<file path="src/smc_pkg.sv">
/*
 * Package for the supply monitor control block: register offsets, field positions,
 * reset values, duty-cycle codes and timing constants.
 * Assumes a CPU-style I/O port with a bank select flag and 8-bit data.
 */
// Functional notes
// - Bits 5:4 of the control register hold the reset trip level that picks the supply level forcing chip reset.
// - Trip level 00 selects the 2.7 V range, 01 the 3 V range and 10 the 5 V range.
// - Trip level 11 never resets the chip but still reports the comparator against the 3 V range.
// - Status bit 1 reads 1 while the supply is below the threshold set by bits 2:0; codes 000 to 011 are reserved.
// - Status bit 0 reads 1 while the supply is below the trip point chosen by the trip level.
// - The status register is read only, returns the held comparator flags, bits 7:2 read zero, writes are ignored.
// - Bits 7:6 of the trim register set the monitor on/off ratio in 32 kHz periods.
// - Duty code 00 gives 1/128, 01 gives 1/512, 10 gives 1/32 and 11 gives 1/8.
// - The three registers decode only when the extended bank select flag is set.
// - During sleep the monitor runs only duty-cycled, so detection latency grows with the duty setting.
// - On wake the comparators are sampled at the second rising 32 kHz edge after the wake is synchronised.
package smc_pkg;
	localparam logic [8:0] SMC_CTRL_OFS = 9'h1E3;
	localparam logic [8:0] SMC_STAT_OFS = 9'h1E4;
	localparam logic [8:0] SMC_TRIM_OFS = 9'h1EB;
	localparam logic [7:0] SMC_CTRL_RST = 8'h00;
	localparam logic [7:0] SMC_TRIM_RST = 8'h00;
	localparam int SMC_LEV_LSB = 4;
	localparam int SMC_DUTY_LSB = 6;
	localparam int SMC_LVT_LSB = 0;
	localparam int SMC_LVD_BIT = 1;
	localparam int SMC_POR_BIT = 0;
	localparam logic [7:0] SMC_CTRL_WMASK = 8'h37;
	localparam logic [7:0] SMC_TRIM_WMASK = 8'hC0;
	// clock and low-speed oscillator rates
	localparam int SMC_CLK_HZ = 20000000;
	localparam int SMC_LS_HZ = 32000;
	localparam int SMC_LS_DIV = SMC_CLK_HZ / SMC_LS_HZ;
	localparam logic [9:0] SMC_LS_DIV_M1 = 10'(SMC_LS_DIV - 1);
	// duty-cycle frame lengths minus one, in 32 kHz periods
	localparam logic [9:0] SMC_FRAME_128 = 10'h07F;
	localparam logic [9:0] SMC_FRAME_512 = 10'h1FF;
	localparam logic [9:0] SMC_FRAME_32 = 10'h01F;
	localparam logic [9:0] SMC_FRAME_8 = 10'h007;
	typedef enum logic [1:0] {
		SMC_LEV_2V7 = 2'h0,
		SMC_LEV_3V = 2'h1,
		SMC_LEV_5V = 2'h2,
		SMC_LEV_OFF = 2'h3
	} smc_lev_t;
	typedef enum logic [1:0] {
		SMC_W_RUN = 2'h0,
		SMC_W_SLEEP = 2'h1,
		SMC_W_SYNC = 2'h3,
		SMC_W_WAIT = 2'h2
	} smc_wake_t;
	typedef struct packed {
		logic sel;
		logic wr;
		logic rd;
		logic [8:0] addr;
		logic [7:0] wdata;
	} smc_io_t;
	typedef struct packed {
		logic [2:0] lev;
		logic [3:0] low_voltage_flag;
	} smc_cmp_t;
endpackage

</file>
<file path="src/smc_sync2.sv">
/*
 * Two-flop synchroniser for a vector of asynchronous levels.
 * Assumes the inputs are quasi-static compared to clk.
 */
module smc_sync2 import smc_pkg::*; #(
	parameter int W = 7
) (
	input wire logic clk,
	input wire logic rst,
	input wire logic [W-1:0] din,
	output logic [W-1:0] dout
);
	logic [W-1:0] s1_q;
	logic [W-1:0] s2_q;
	always_ff @(posedge clk) begin
		if (rst) begin
			s1_q <= '0;
			s2_q <= '0;
		end else begin
			s1_q <= din;
			s2_q <= s1_q;
		end
	end
	assign dout = s2_q;
endmodule

</file>
<file path="src/smc_top.sv">
/*
 * Supply monitor control: control, status and duty-trim registers on the CPU I/O port,
 * comparator synchronisation, reset generation, sleep duty cycling and wake sampling.
 * Assumes raw analog comparator outputs, one per trip point, and a 20 MHz clk;
 * the 32 kHz timebase is derived here as an enable pulse.
 */
module smc_top import smc_pkg::*; (
	input wire logic clk,
	input wire logic rst,
	input smc_io_t io,
	input wire logic bank_ext,
	input wire logic sleep_req,
	input wire logic wake_irq,
	input smc_cmp_t cmp_raw,
	output logic [7:0] rdata,
	output logic rdata_valid,
	output logic chip_reset,
	output logic monitor_on,
	output logic [7:0] ctrl_out,
	output logic [7:0] trim_out
);
	smc_cmp_t cmp_s;
	smc_sync2 #(.W(7)) u_sync (
		.clk(clk),
		.rst(rst),
		.din(cmp_raw),
		.dout(cmp_s)
	);

	logic [7:0] ctrl_q, ctrl_d, trim_q, trim_d;
	logic [7:0] rdata_q, rdata_d;
	logic rv_q, rv_d;
	logic hit_ctrl, hit_stat, hit_trim;
	logic por_flag, lvd_flag, por_live, lvd_live;
	logic [1:0] lev;
	logic [2:0] lvt;

	assign lev = ctrl_q[SMC_LEV_LSB +: 2];
	assign lvt = ctrl_q[SMC_LVT_LSB +: 3];
	assign hit_ctrl = io.sel && bank_ext && io.addr == SMC_CTRL_OFS;
	assign hit_stat = io.sel && bank_ext && io.addr == SMC_STAT_OFS;
	assign hit_trim = io.sel && bank_ext && io.addr == SMC_TRIM_OFS;

	// comparator selection; level 11 watches the 3 V comparator
	always_comb begin
		unique case (smc_lev_t'(lev))
			SMC_LEV_2V7: por_live = cmp_s.lev[0];
			SMC_LEV_3V: por_live = cmp_s.lev[1];
			SMC_LEV_5V: por_live = cmp_s.lev[2];
			SMC_LEV_OFF: por_live = cmp_s.lev[1];
		endcase
		// reserved threshold codes never flag
		lvd_live = lvt[2] ? cmp_s.low_voltage_flag[lvt[1:0]] : 1'b0;
	end

	// 32 kHz enable from divider
	logic [9:0] div_q, div_d;
	logic ls_tick;
	always_comb begin
		ls_tick = div_q == SMC_LS_DIV_M1;
		div_d = ls_tick ? 10'h000 : div_q + 10'h001;
	end

	// sleep duty cycle: one on period per frame
	// the frame keeps counting while running, so the first on period after sleep entry may be short
	logic [9:0] frm_q, frm_d, frm_len;
	always_comb begin
		unique case (trim_q[SMC_DUTY_LSB +: 2])
			2'h0: frm_len = SMC_FRAME_128;
			2'h1: frm_len = SMC_FRAME_512;
			2'h2: frm_len = SMC_FRAME_32;
			2'h3: frm_len = SMC_FRAME_8;
		endcase
		frm_d = frm_q;
		if (ls_tick)
			frm_d = (frm_q >= frm_len) ? 10'h000 : frm_q + 10'h001;
	end

	// wake sequencing
	// the sync state stands in for the wake synchroniser; one tick there, then two more to the sample point
	smc_wake_t wst_q, wst_d;
	logic [1:0] wcnt_q, wcnt_d;
	logic mon_d, mon_q;
	logic samp;
	always_comb begin
		wst_d = wst_q;
		wcnt_d = wcnt_q;
		samp = 1'b0;
		unique case (wst_q)
			SMC_W_RUN: if (sleep_req) wst_d = SMC_W_SLEEP;
			SMC_W_SLEEP: if (wake_irq) wst_d = SMC_W_SYNC;
			SMC_W_SYNC: if (ls_tick) begin
				wst_d = SMC_W_WAIT;
				wcnt_d = 2'h0;
			end
			SMC_W_WAIT: if (ls_tick) begin
				wcnt_d = wcnt_q + 2'h1;
				if (wcnt_q == 2'h1) begin
					samp = 1'b1;
					wst_d = SMC_W_RUN;
				end
			end
		endcase
		// monitor always on when running; duty-cycled in sleep
		mon_d = (wst_q == SMC_W_RUN) || (wst_q == SMC_W_WAIT) || (frm_q == 10'h000);
	end

	// flags follow live state when the monitor is on outside the wake wait state, or at the wake sample; else hold
	logic pf_q, pf_d, lf_q, lf_d;
	always_comb begin
		pf_d = pf_q;
		lf_d = lf_q;
		if ((mon_q && wst_q != SMC_W_WAIT) || samp) begin
			pf_d = por_live;
			lf_d = lvd_live;
		end
	end
	assign por_flag = pf_q;
	assign lvd_flag = lf_q;

	// register access
	// status reads return the held flags, so they lag the comparators by the sync depth plus the flag register
	always_comb begin
		ctrl_d = ctrl_q;
		trim_d = trim_q;
		rdata_d = rdata_q;
		rv_d = 1'b0;
		if (io.wr && hit_ctrl)
			ctrl_d = io.wdata & SMC_CTRL_WMASK;
		if (io.wr && hit_trim)
			trim_d = io.wdata & SMC_TRIM_WMASK;
		if (io.rd) begin
			rv_d = hit_ctrl || hit_stat || hit_trim;
			if (hit_ctrl)
				rdata_d = ctrl_q;
			else if (hit_stat)
				rdata_d = {6'h00, lvd_flag, por_flag};
			else if (hit_trim)
				rdata_d = trim_q;
			else
				rdata_d = 8'h00;
		end
	end

	// registered so chip_reset leaves a flop, at the cost of one cycle of reset latency
	logic rst_d, rst_q;
	assign rst_d = por_flag && lev != SMC_LEV_OFF;

	always_ff @(posedge clk) begin
		if (rst) begin
			ctrl_q <= SMC_CTRL_RST;
			trim_q <= SMC_TRIM_RST;
			rdata_q <= 8'h00;
			rv_q <= 1'b0;
			div_q <= 10'h000;
			frm_q <= 10'h000;
			wst_q <= SMC_W_RUN;
			wcnt_q <= 2'h0;
			mon_q <= 1'b1;
			pf_q <= 1'b0;
			lf_q <= 1'b0;
			rst_q <= 1'b0;
		end else begin
			ctrl_q <= ctrl_d;
			trim_q <= trim_d;
			rdata_q <= rdata_d;
			rv_q <= rv_d;
			div_q <= div_d;
			frm_q <= frm_d;
			wst_q <= wst_d;
			wcnt_q <= wcnt_d;
			mon_q <= mon_d;
			pf_q <= pf_d;
			lf_q <= lf_d;
			rst_q <= rst_d;
		end
	end

	assign rdata = rdata_q;
	assign rdata_valid = rv_q;
	assign chip_reset = rst_q;
	assign monitor_on = mon_q;
	assign ctrl_out = ctrl_q;
	assign trim_out = trim_q;

	// checks
	a_reserved_zero: assert property (@(posedge clk) disable iff (rst)
		rv_q && $past(hit_stat) |-> rdata_q[7:2] == 6'h00) else $error("status reserved bits nonzero");
	a_no_reset_off: assert property (@(posedge clk) disable iff (rst)
		$past(lev) == SMC_LEV_OFF |-> !chip_reset) else $error("reset under level 11");
	a_bank_gate: assert property (@(posedge clk) disable iff (rst)
		io.wr && !bank_ext |=> $stable(ctrl_q) && $stable(trim_q)) else $error("write without bank select");
	a_ctrl_mask: assert property (@(posedge clk) disable iff (rst)
		(ctrl_q & ~SMC_CTRL_WMASK) == 8'h00) else $error("control reserved bits set");
	a_trim_mask: assert property (@(posedge clk) disable iff (rst)
		(trim_q & ~SMC_TRIM_WMASK) == 8'h00) else $error("trim reserved bits set");
	a_run_on: assert property (@(posedge clk) disable iff (rst)
		wst_q == SMC_W_RUN ##1 wst_q == SMC_W_RUN |-> monitor_on) else $error("monitor off while running");
	a_reset_follow: assert property (@(posedge clk) disable iff (rst)
		por_flag && lev != SMC_LEV_OFF |=> chip_reset) else $error("reset not raised");
	a_wake_sample: assert property (@(posedge clk) disable iff (rst)
		samp |=> wst_q == SMC_W_RUN && pf_q == $past(por_live)) else $error("wake sample missed");

	// duty-cycle, wake, synchroniser and level 11 status checks
	a_flag_hold: assert property (@(posedge clk) disable iff (rst)
		!mon_q && wst_q == SMC_W_SLEEP |=> $stable(pf_q) && $stable(lf_q)) else $error("flag moved while monitor off");
	a_wait_hold: assert property (@(posedge clk) disable iff (rst)
		wst_q == SMC_W_WAIT && !samp |=> $stable(pf_q) && $stable(lf_q)) else $error("flag moved before wake sample");
	a_wait_on: assert property (@(posedge clk) disable iff (rst)
		wst_q == SMC_W_WAIT ##1 wst_q == SMC_W_WAIT |-> monitor_on) else $error("monitor off while settling");
	a_sync_depth: assert property (@(posedge clk) disable iff (rst)
		!$past(rst) && !$past(rst, 2) |-> cmp_s == $past(cmp_raw, 2)) else $error("comparator sync depth wrong");
	a_off_live: assert property (@(posedge clk) disable iff (rst)
		lev == SMC_LEV_OFF && mon_q && wst_q == SMC_W_RUN |=> pf_q == $past(cmp_s.lev[1]))
		else $error("level 11 status wrong");

	c_wake: cover property (@(posedge clk) samp);
	c_reset: cover property (@(posedge clk) chip_reset);
	c_lvd: cover property (@(posedge clk) lvd_flag);
	c_duty_off: cover property (@(posedge clk) wst_q == SMC_W_SLEEP && !monitor_on);
	c_off_level: cover property (@(posedge clk) lev == SMC_LEV_OFF && por_flag);
endmodule
</file>
<file path="config.mk">
export PLATFORM = sky130hd
export DESIGN_NAME = smc_top
export DESIGN_NICKNAME = d
export VERILOG_FILES = /design/src/smc_pkg.sv /design/src/smc_sync2.sv /design/src/smc_top.sv
export SDC_FILE = /design/constraint.sdc
export NUM_CORES = 1
export LEC_CHECK = 0
export BUFFER_PORTS_ARGS = -buffer_cell sky130_fd_sc_hd__buf_4
export CAP_MARGIN = 20
export CELL_PAD_IN_SITES_DETAIL_PLACEMENT = 0
export CELL_PAD_IN_SITES_GLOBAL_PLACEMENT = 2
export CORE_MARGIN = 5
export CORE_UTILIZATION = 31
export DETAILED_ROUTE_END_ITERATION = 6
export PLACE_DENSITY = 0.89
export SLEW_MARGIN = 30
export SYNTH_ARGS = -nofsm -noshare
export SYNTH_HDL_FRONTEND = slang
export SYNTH_SLANG_ARGS = --single-unit
</file>
<file path="constraint.sdc">
create_clock -name clk -period 2.7 [get_ports clk]
set_clock_uncertainty 0.1 [all_clocks]
set_input_delay 0.54 -clock clk [delete_from_list [all_inputs] [get_ports clk]]
set_output_delay 0.54 -clock clk [all_outputs]
set_load 0.01 [all_outputs]
</file>
After elaboration in Yosys (flattened, before gate mapping) --
Index checks and enable logic that the tools add are counted. Widths: inputs -> output; s select.
Word-level totals: bits in registers 58, logic and storage cells 85, latch bits 0, bits in read-only memories 0, memories 0, bits in writable memories 0, input bits 32, output and inout port bits 27
Operators by class: reduce and logical (&&, ||, !) cells 23, $lt $le $gt $ge 2, multiplexer cells 21, $mul 0, $add $sub $neg 3, shift operators 0, equal/unequal tests 21, div/mod/pow operators 0, bitwise logic cells 1
Operators with widths (number):
- $pmux 10 s4 | 1
- $eq 9x9->1 const B | 3
- $mux 8 | 3
- $add 10x1->10 const B | 2
- $mux 2 | 7
- $ne 2x2->1 const B | 7
- $eq 2x2->1 const B | 6
- $eq 10x10->1 const B | 1
- $ge 10x10->1 | 1
- $logic_not 10->1 | 1
- $mux 10 | 1
- $eq 2x1->1 const B | 4
- $logic_and 1x1->1 | 8
- $pmux 2 s4 | 1
- $logic_not 2->1 | 3
- $reduce_or 2->1 | 3
- $logic_or 1x1->1 | 5
- $mux 1 | 5
- $reduce_and 5->1 | 1
- $pmux 2 s2 | 1
- $lt 2x3->1 const B | 1
- $pmux 1 s3 | 1
- $reduce_and 3->1 | 1
- $add 2x1->2 const B | 1
- other kinds (3) | 3

Logic depth before layout (Yosys ltp) --
Gate-level depths: netlist (run 1).
depth in word-level cells 5, mapped depth 9, depth with buffers taken out 7

Cells and area by module --
Synthesis (run 1) repeated with hierarchy kept, for this count alone.
Second synthesis, totals: cell total of the unflattened synthesis 293, area total of the unflattened synthesis 2596.2 um2
By module, submodules not included:
- smc_top | instances 1, area each 2188.3 um2, sequential area each 860.8 um2, cells an instance 264
- smc_sync2 | instances 1, area each 407.9 um2, sequential area each 280.3 um2, cells an instance 29

Worst setup path after synthesis (run 1) --
No wires, ideal clock.
path kind register to register, from register trim_q[7] (netlist: trim_out[7]), to register frm_q[9], path buffers 2, required time 2529 ps, period minus slack after synthesis 2430 ps, cell stages (with the launch flop) 9, library setup time 71 ps, setup slack 270 ps, data arrival time 2259 ps, cell sequence dfxtp_1 -> clkbuf_1 -> nand2b_1 -> ha_1 -> a31o_2 -> a211oi_1 -> clkbuf_1 -> nand4_1 -> a21oi_1
Between the ends: longest elaborated chain between the ends 4, elaborated cells on any way between the ends 7, those cells by class order compare: 1; eq/ne: 3; mux: 2; reduce/logical: 1
Ends and longest elaborated chain:
- start, declared | line smc_top.sv:30 | logic [7:0] ctrl_q, ctrl_d, trim_q, trim_d;
- start signal, assigned | line smc_top.sv:165 | trim_q <= trim_d;
- $eq 2x2->1, or another cell as far along | line smc_top.sv:68 | unique case (trim_q[SMC_DUTY_LSB +: 2])
- $pmux 10 s4 * | line smc_top.sv:68
- $ge 10x10->1 * | line smc_top.sv:76 | frm_d = (frm_q >= frm_len) ? 10'h000 : frm_q + 10'h001;
- $mux 10 * | line smc_top.sv:76
- end signal, assigned | line smc_top.sv:169 | frm_q <= frm_d;
- end, declared | line smc_top.sv:66 | logic [9:0] frm_q, frm_d, frm_len;
Mark *: on every way between the ends. The rest lies on a longest branch, timed or not. The select of a mux whose other input is x is not followed. A chain may end at the register's enable or synchronous reset.

Worst setup path in the final report (run 1) --
from register div_q[2], to register frm_q[2]
Between the ends: longest elaborated chain between the ends 1
Ends and longest elaborated chain:
- start, declared | line smc_top.sv:57 | logic [9:0] div_q, div_d;
- start signal, assigned | line smc_top.sv:168 | div_q <= div_d;
- $eq 10x10->1 | line smc_top.sv:60 | ls_tick = div_q == SMC_LS_DIV_M1;
No other way between the ends.

==> results.py, run 1 <==
metrics = {
    "pwr": {
        "p_int_mw": 1.41,
        "net-switching-power_mw": 0.477,
        "p_per_area_nw_per_um2": 588,
        "peakVddDrop_uv": 257,
        "switching_share": 0.253,
        "power_frac_seq": 0.477,
        "power_frac_clock": 0.442,
        "power_frac_comb": 0.081,
        "p_leak_nw": 1.23,
    },
    "sta": {
        "layout_min_cycle_time_ps": 2310,
        "worst-slew-pin-transition_ps": 978,
        "setup_viol": 0,
        "drv_slew": 0,
        "min_period_over_period": 0.854,
        "tns_ps": 0,
        "finalHoldViolations": 0,
        "fmax_mhz": 434,
        "slew_headroom": 0.337,
        "rsz0062_at_grt": "no",
        "setup_ws_ps": 394,
    },
    "synthesis": {
        "synth_top_flop_cell": "dfxtp_1",
        "synth_top_area_frac": 0.446,
        "synthTopCellsByArea": "dfxtp_1 45%, nand3_1 5.5%, nand2_1 5.0%, a21oi_1 4.3%, nor2b_1 3.9%",
        "seq_area_frac_synth": 0.446,
        "async_flop_share": 0,
        "synth.distinct_cells": 41,
        "synth_top_cell_by_area": "dfxtp_1",
        "syn_inst": 303,
        "synth_warnings": 0,
        "synth_seq_cells": 57,
        "syn-mean-instance-area_um2": 8.45,
        "mappedNetlistArea_um2": 2560,
        "synth_edf_count": 0,
    },
    "clocking": {
        "cts_sinks": 57,
        "cts_made_buffers": 9,
        "cts-root-buf": "clkbuf_8",
        "post_cts_resized": 0,
        "post_cts_buffers": 0,
        "cts_tree": "built",
        "clockBufferDepth": 2,
        "hold_buffers": 0,
        "clock_latency_ps": 340,
        "clk_pin_slew_ps": 80,
        "htreeDepth": 3,
    },
    "routing": {
        "wl_um": 5600,
        "route.detailed.drc": 0,
        "postRouteAntennaNets": 0,
        "num_vias": 2208,
        "routedWlPerCell_um": 12.1,
        "drt-vias-per-instance": 4.79,
        "drt_iter0_drc": 65,
        "firstDrtPassIters": 4,
    },
    "worst_setup_path": {
        "crit_path_end_kind": "register",
        "required_ps": 2860,
        "crit_family": "simple AND/OR/NAND/NOR gates",
        "cp-start-kind": "register",
        "arrival_ps": 2470,
        "r2r_cells": 6,
        "critPathKind": "register to register",
        "cp_max_fo": 19,
        "critPathSlowestCell": "or4b_1",
        "crit_cells": 6,
        "path_cells": "or4b_1 -> or4_1 -> buf_4 -> nor3b_1 -> o211ai_1 -> a21oi_1",
        "crit_buf_inv": 1,
        "slowest_delay_ps": 550,
    },
    "floorplanning": {
        "die_h_um": 101,
        "ios": 59,
        "core-area_um2": 8130,
        "fp.dieArea_um2": 10200,
        "core.rowCount": 33,
        "die_w_um": 101,
        "start_util": 0.315,
    },
    "finish": {
        "finalNonFillerCells": 461,
        "finalNetCount": 390,
        "num_antenna_cells": 0,
        "mostFrequentLayoutCells": "57 x dfxtp_1, 55 x buf_4, 34 x nand2_1, 28 x nand3_1, 22 x a21oi_1",
        "syn_to_final_growth_pct": 25.3,
        "drive_gt1_frac": 0.213,
        "fin_util": 0.394,
        "n_fill_cell": 839,
        "mostFrequentLayoutCell": "dfxtp_1",
        "stdcell_area_um2": 3210,
    },
    "run": {
        "max-cap-violations": 0,
    },
    "global_routing": {
        "grt_pass1_wl_um": 9510,
        "grt_antenna_before_repair": 0,
        "grt_max_degree": 29,
        "grt_use_total": 0.118,
        "grt_pass1_vias": 2080,
        "grt_overflow": 0,
    },
    "place": {
        "portBuffers": 47,
        "place_ws_ps": 400,
        "placedCellCount": 445,
        "hpwlAfterDp_um": 4060,
        "gp_congestion": 0.746,
        "placed_area_um2": 3000,
    },
    "status": {
        "outcome": "finished clean",
    },
    "hold_path": {
        "hp-class": "primary input to register",
        "hold_depth": 2,
    },
}
-- per-stage QoR --
step                      hold slack [ps]  power [mW]
final                                 309        1.88
after global routing                  301        1.98
after CTS                             282        1.92
after detailed placement              322        1.07
after global placement                320        1.07
after floorplan                       314        1.01
-- cell families (layout without fill, tap and decap cells) --
family	Yosys count	after routing	share of synthesized area
compound gates	44	44	0.105
simple gates	147	147	0.302
other cells	1	10	0.00146
flops	57	57	0.446
mux	3	3	0.0166
fa+ha+maj	7	7	0.0342
xor+xnor	8	8	0.0274
buf+inv	36	80	0.0684
-- routing by layer --
metal | track usage | vias to the layer above | routed length (µm)
li1 | - | 1131 | -
met1 | 0.154 | 1023 | 2720
met2 | 0.179 | 46 | 2520
met3 | 0.0394 | 8 | 288
met4 | 0.0497 | 0 | 71
met5 | 0 | - | 0
-- area by class of cell --
cell class              count  area, µm²  share of cell area
flip-flops and latches     57       1140               0.356
repair buffers             55        413               0.129
inverters                   9       33.8              0.0105
multi-input cells         219       1280               0.398
clock inverters             6       72.6              0.0226
well taps                 105        131              0.0410
clock buffers              10        138              0.0429
-- sequential cells by signal, summed over array words and instances, names as in the netlist, 2 cells and up --
name and count:
u_sync.s1_q 7, trim_out 2, div_q 10, u_sync.dout 7, rdata 7, wst_q 2
wcnt_q 2, ctrl_out 5, frm_q 10
-- Yosys cell counts (all sizes together), types with 2 or more instances --
master   n
a211oi   2
nand4   10
nand3b   3
and3     5
a31oi    5
nor4b    2
a31o     2
and2     2
nor2b   16
clkbuf  13
buf     14
a21oi   23
xnor2    5
nand2   34
nor3     8
nand2b   8
o21ai    5
xor2     3
nor2    20
ha       7
mux2i    2
nor3b    3
o211ai   2
inv      9
a311oi   2
nand3   28
or3      2
dfxtp   57
nor4     3
-- final timing paths --
path / from / to / slack (ps)
max: div_q[2]$_SDFF_PP0_ / frm_q[2]$_SDFFE_PP0P_ / 390
min: cmp_raw[1] / u_sync.s1_q[1]$_SDFF_PP0_ / 310
max reg2reg: div_q[2]$_SDFF_PP0_ / frm_q[2]$_SDFFE_PP0P_ / 390
min reg2reg: u_sync.s1_q[0]$_SDFF_PP0_ / u_sync.dout[0]$_SDFF_PP0_ / 340
-- power by group through the flow --
stage	clock network (mW)	logic, mW	registers, mW
6_report	0.833	0.153	0.899
5_1_grt	0.906	0.172	0.904
2_1_floorplan	0	0.110	0.905
3_5_place_dp	0	0.153	0.918
3_3_place_gp	0	0.149	0.918
4_1_cts	0.868	0.153	0.898
No activity file was read; power rests on OpenSTA's default activity.
==> inputs of run 2 (changes only) <==
--- a/config.mk
+++ b/config.mk
@@ -10,9 +10,10 @@
 export CELL_PAD_IN_SITES_DETAIL_PLACEMENT = 0
 export CELL_PAD_IN_SITES_GLOBAL_PLACEMENT = 2
 export CORE_MARGIN = 5
-export CORE_UTILIZATION = 31
+export CORE_UTILIZATION = 32
+export CTS_BUF_LIST = sky130_fd_sc_hd__clkbuf_8
 export DETAILED_ROUTE_END_ITERATION = 6
-export PLACE_DENSITY = 0.89
+export PLACE_DENSITY = 0.91
 export SLEW_MARGIN = 30
 export SYNTH_ARGS = -nofsm -noshare
 export SYNTH_HDL_FRONTEND = slang
==> run 2 against run 1 <==
Against the previous run:
- clock-buffer cell count shrank 1
- worst setup slack gained 17 ps
- die area shrank 2.8%
- global-route usage shrank 0.13 points
- worst hold slack gained 3.0 ps
- sequential cell count is the same
- maximum frequency grew 0.74%
- highest routed layer unchanged
- sequential share of layout area grew 0.14 points
- non-clock buffer count shrank 1
- utilization grew 1.7 points
==> results.py, run 2 (synthesized netlist as in run 1, its figures left out) <==
metrics = {
    "global_routing": {
        "busiest_layer": "met2",
        "grt_max_degree": 49,
        "grt_util_met2": 0.178,
        "grt_pass1_wl_um": 9420,
        "use_met3": 0.0358,
        "grt_use_total": 0.117,
        "grt_overflow": 0,
        "grt_util_met1": 0.155,
        "grt_pass1_vias": 2033,
        "grt_antenna_before_repair": 0,
    },
    "place": {
        "gp_congestion": 0.747,
        "place_ws_ps": 376,
        "portBuffers": 47,
        "placed_area_um2": 2990,
        "hpwlAfterDp_um": 3850,
    },
    "clocking": {
        "hold_buffers": 0,
        "post_cts_buffers": 0,
        "post_cts_resized": 0,
        "clk_pin_slew_ps": 80,
        "clock_latency_ps": 330,
        "clockBufferDepth": 2,
        "cts_sinks": 57,
        "cts_made_buffers": 9,
        "cts-root-buf": "clkbuf_8",
        "htreeDepth": 3,
        "cts_tree": "built",
    },
    "worst_setup_path": {
        "critPathLaunch": "div_q[2]$_SDFF_PP0_",
        "critPathKind": "register to register",
        "crit-reg2reg-launch": "div_q[2]$_SDFF_PP0_",
        "cp_max_fo": 19,
        "cp-start-kind": "register",
        "endpoint": "frm_q[3]$_SDFFE_PP0P_",
        "r2r-end": "frm_q[3]$_SDFFE_PP0P_",
        "required_ps": 2850,
        "crit_path_end_kind": "register",
        "reg2reg_slack_ps": 410,
        "arrival_ps": 2440,
        "r2r_cells": 6,
    },
    "finish": {
        "mostFrequentLayoutCells": "57 x dfxtp_1, 54 x buf_4, 34 x nand2_1, 28 x nand3_1, 22 x a21oi_1",
        "finalNetCount": 389,
        "mostFrequentLayoutCell": "dfxtp_1",
        "stdcell_area_um2": 3190,
        "drive_gt1_frac": 0.214,
        "num_antenna_cells": 0,
        "syn_to_final_growth_pct": 24.8,
        "top_regs": "div_q (10), frm_q (10)",
    },
    "sta": {
        "drv_slew": 0,
        "worst-slew-pin-transition_ps": 639,
        "finalHoldViolations": 0,
        "layout_min_cycle_time_ps": 2290,
        "setup_viol": 0,
        "setup_ws_ps": 411,
        "fmax_mhz": 437,
        "tns_ps": 0,
        "rsz0062_at_grt": "no",
        "slew_headroom": 0.574,
        "min_period_over_period": 0.848,
    },
    "floorplanning": {
        "die_h_um": 99.4,
        "start_util": 0.330,
        "die_w_um": 99.4,
        "core-area_um2": 7770,
        "fp.dieArea_um2": 9890,
        "ios": 59,
        "core.rowCount": 32,
    },
    "routing": {
        "num_vias": 2180,
        "drt_iter0_drc": 68,
        "postRouteAntennaNets": 0,
        "route.detailed.drc": 0,
        "firstDrtPassIters": 4,
        "drt-vias-per-instance": 4.77,
        "routedWlPerCell_um": 12.0,
        "wl_um": 5460,
    },
    "pwr": {
        "peakVddDrop_uv": 421,
        "p_per_area_nw_per_um2": 579,
        "total_power_mw": 1.85,
        "p_leak_nw": 1.22,
    },
    "hold_path": {
        "hp-class": "primary input to register",
    },
    "run": {
        "max-cap-violations": 0,
    },
    "status": {
        "outcome": "finished clean",
    },
}
-- run 2: cell count changes in the layout (fill, tap and decap cells not counted), sizes merged --
cell | before | now
clkbuf | 10 | 9
inv | 12 | 11
buf | 55 | 54
clkinv | 1 | 3
-- run 2: layer usage --
metal  vias up  share of wire  wire (µm)
met1      1000           0.49       2660
met2        44           0.45       2490
li1       1130              -          -
met4         0          0.015         84
met3         6          0.042        231
met5         -              0          0
-- run 2: final cells by class --
cell class / count / area (µm²)
sequential: 57 / 1140
multi-input combinational: 219 / 1280
fill: 808 / 4570
tap: 102 / 128
inverter: 9 / 33.8
clock inverter: 7 / 77.6
timing repair buffer: 54 / 405
clock buffer: 9 / 124
-- run 2: worst min-delay path by stage --
stage          slack (ps)                         to  cells past startpoint                       from
2_1_floorplan         310  u_sync.dout[0]$_SDFF_PP0_                      1  u_sync.s1_q[0]$_SDFF_PP0_
5_1_grt               300  u_sync.s1_q[1]$_SDFF_PP0_                      2                 cmp_raw[1]
4_1_cts               300  u_sync.s1_q[0]$_SDFF_PP0_                      2                 cmp_raw[0]
6_report              310  u_sync.s1_q[0]$_SDFF_PP0_                      2                 cmp_raw[0]
3_5_place_dp          320  u_sync.dout[1]$_SDFF_PP0_                      1  u_sync.s1_q[1]$_SDFF_PP0_
3_3_place_gp          320  u_sync.dout[5]$_SDFF_PP0_                      1  u_sync.s1_q[5]$_SDFF_PP0_
-- run 2: report_power, final --
part           internal [mW]  switching (mW)
clock                  0.433           0.368
combinational         0.0753          0.0743
sequential             0.869          0.0301
-- run 2: critical path, stage by stage (launching register included) --
cell and delay [ps]:
dfxtp_1 350, or4b_1 550, or4_1 520, buf_4 230, nor3_1 180, nand3_1 100, a31oi_1 190
-- run 2: per-stage QoR --
stage,hold slack [ps],util,cells
floorplan,314,-,312
global placement,319,0.384,441
detailed placement,321,0.384,441
CTS,296,0.410,457
global route,301,0.411,457
finish,312,0.411,457
==> inputs of run 3 (changes only) <==
--- a/config.mk
+++ b/config.mk
@@ -10,10 +10,10 @@
 export CELL_PAD_IN_SITES_DETAIL_PLACEMENT = 0
 export CELL_PAD_IN_SITES_GLOBAL_PLACEMENT = 2
 export CORE_MARGIN = 5
-export CORE_UTILIZATION = 32
+export CORE_UTILIZATION = 29
 export CTS_BUF_LIST = sky130_fd_sc_hd__clkbuf_8
 export DETAILED_ROUTE_END_ITERATION = 6
-export PLACE_DENSITY = 0.91
+export PLACE_DENSITY = 0.87
 export SLEW_MARGIN = 30
 export SYNTH_ARGS = -nofsm -noshare
 export SYNTH_HDL_FRONTEND = slang
==> constraint.sdc (replaced) <==
create_clock -name clk -period 2 [get_ports clk]
set_clock_uncertainty 0.1 [all_clocks]
set_input_delay 0.4 -clock clk [delete_from_list [all_inputs] [get_ports clk]]
set_output_delay 0.4 -clock clk [all_outputs]
set_load 0.01 [all_outputs]
==> run 3 against run 2 <==
Against the previous run:
- the flow now finishes with violations (negative setup slack)
- total power up 44%
- utilization down 1.8 points
- maximum frequency is 8.8% higher
- critical endpoint is now lf_q$_SDFFE_PP0P_
- largest cell class unchanged
==> results.py, run 3 (synthesized netlist as in run 1, its figures left out) <==
metrics = {
    "clocking": {
        "clock_latency_ps": 330,
        "cts_tree": "built",
        "cts-root-buf": "clkbuf_8",
        "post_cts_buffers": 0,
        "cts_sinks": 57,
        "clk_pin_slew_ps": 70,
        "cts_made_buffers": 9,
        "htreeDepth": 3,
        "clockBufferDepth": 2,
        "hold_buffers": 0,
    },
    "worst_setup_path": {
        "required_ps": 2170,
        "slowest_delay_ps": 540,
        "cp_max_fo": 3,
        "cp-start-kind": "register",
        "critPathKind": "register to register",
        "reg2reg_slack_ps": -100,
        "critPathSlowestCell": "or4b_4",
        "crit_buf_inv": 0,
        "crit_path_end_kind": "register",
        "crit_family": "simple AND/OR/NAND/NOR gates",
        "path_cells": "or4b_4 -> or4_4 -> o41a_1 -> nand3b_4 -> a21oi_2",
        "arrival_ps": 2270,
    },
    "hold_path": {
        "hp-class": "primary input to register",
    },
    "routing": {
        "firstDrtPassIters": 4,
        "postRouteAntennaNets": 0,
        "drt_iter0_drc": 77,
        "drt-vias-per-instance": 4.70,
        "routedWlPerCell_um": 12.2,
        "route.detailed.drc": 0,
        "num_vias": 2252,
        "wl_um": 5830,
    },
    "finish": {
        "finalNonFillerCells": 479,
        "top_regs": "div_q (10), frm_q (10)",
        "finalNetCount": 405,
        "num_antenna_cells": 0,
        "mostFrequentLayoutCells": "68 x buf_4, 56 x dfxtp_1, 34 x nand2_1, 28 x nand3_1, 22 x a21oi_1",
        "mostFrequentLayoutCell": "buf_4",
        "drive_gt1_frac": 0.272,
        "syn_to_final_growth_pct": 33.5,
        "multiInputGateArea_um2": 1340,
        "n_fill_cell": 910,
        "seqCellArea_um2": 1140,
    },
    "status": {
        "violations": "negative setup slack",
        "outcome": "finished, violations left",
    },
    "place": {
        "hpwlAfterDp_um": 4330,
        "placedCellCount": 463,
        "gp_congestion": 0.715,
        "portBuffers": 47,
    },
    "sta": {
        "setup_ws_ps": -104,
        "rsz0062_at_grt": "yes",
        "finalHoldViolations": 0,
        "slew_headroom": 0.656,
        "fmax_mhz": 475,
        "min_period_over_period": 1.05,
        "layout_min_cycle_time_ps": 2100,
        "drv_slew": 0,
        "worst-slew-pin-transition_ps": 509,
        "setup_viol": 9,
    },
    "pwr": {
        "total_power_mw": 2.66,
        "p_leak_nw": 1.33,
        "p_per_area_nw_per_um2": 778,
        "peakVddDrop_uv": 461,
    },
    "global_routing": {
        "grt_use_total": 0.111,
        "grt_max_degree": 35,
        "grt_pass1_wl_um": 10100,
        "grt_pass1_vias": 2254,
        "grt_antenna_before_repair": 0,
        "grt_overflow": 0,
    },
    "run": {
        "max-cap-violations": 0,
    },
    "floorplanning": {
        "core.rowCount": 34,
        "core-area_um2": 8680,
        "die_w_um": 104,
        "die_h_um": 104,
        "fp.dieArea_um2": 10800,
        "ios": 59,
        "start_util": 0.295,
    },
}
run 3: through the flow:
stage                     TNS, ps  setup WS, ps  hold WS [ps]  cell area (µm²)   util
after floorplan              -191         -80.0           314             2650      -
after global placement      -1130          -159           323             3160  0.364
after detailed placement    -1490          -166           320             3160  0.364
after CTS                    -866          -117           153             3400  0.391
after global routing        -1580          -173           153             3420  0.394
final                        -619          -104           173             3420  0.394
run 3: where the power goes:
part           leakage [nW]  switching [mW]  internal [mW]
Combinational         0.759           0.116          0.126
Sequential            0.465          0.0348           1.17
Clock                 0.106           0.497          0.711
run 3: per-layer routing:
layer  routed length, µm  vias up  GRT usage  share of wire
li1                    -     1163          -              -
met3                 306        6     0.0354          0.053
met4                  43        0     0.0361         0.0074
met5                   0        -          0              0
met2                2760       41      0.179           0.47
met1                2720     1042      0.140           0.47
run 3: cell type report:
class	count	area share
multi-input combinational	219	0.392
sequential	57	0.334
timing repair buffer	70	0.159
tap	108	0.0395
clock buffer	9	0.0363
clock inverter	7	0.0297
inverter	9	0.00989
run 3: path summary, 6_finish.rpt:
| check | start | to | cells past startpoint |
|---|---|---|---|
| max | div_q[8]$_SDFF_PP0_ | lf_q$_SDFFE_PP0P_ | 5 |
| min | cmp_raw[5] | u_sync.s1_q[5]$_SDFF_PP0_ | 2 |
| max reg2reg | div_q[8]$_SDFF_PP0_ | lf_q$_SDFFE_PP0P_ | 5 |
| min reg2reg | u_sync.s1_q[3]$_SDFF_PP0_ | u_sync.dout[3]$_SDFF_PP0_ | 1 |
run 3: repair_timing:
item,in CTS,in global routing
gates resized for setup,3,4
pin swaps,1,0
endpoints found under the setup margin,22,19
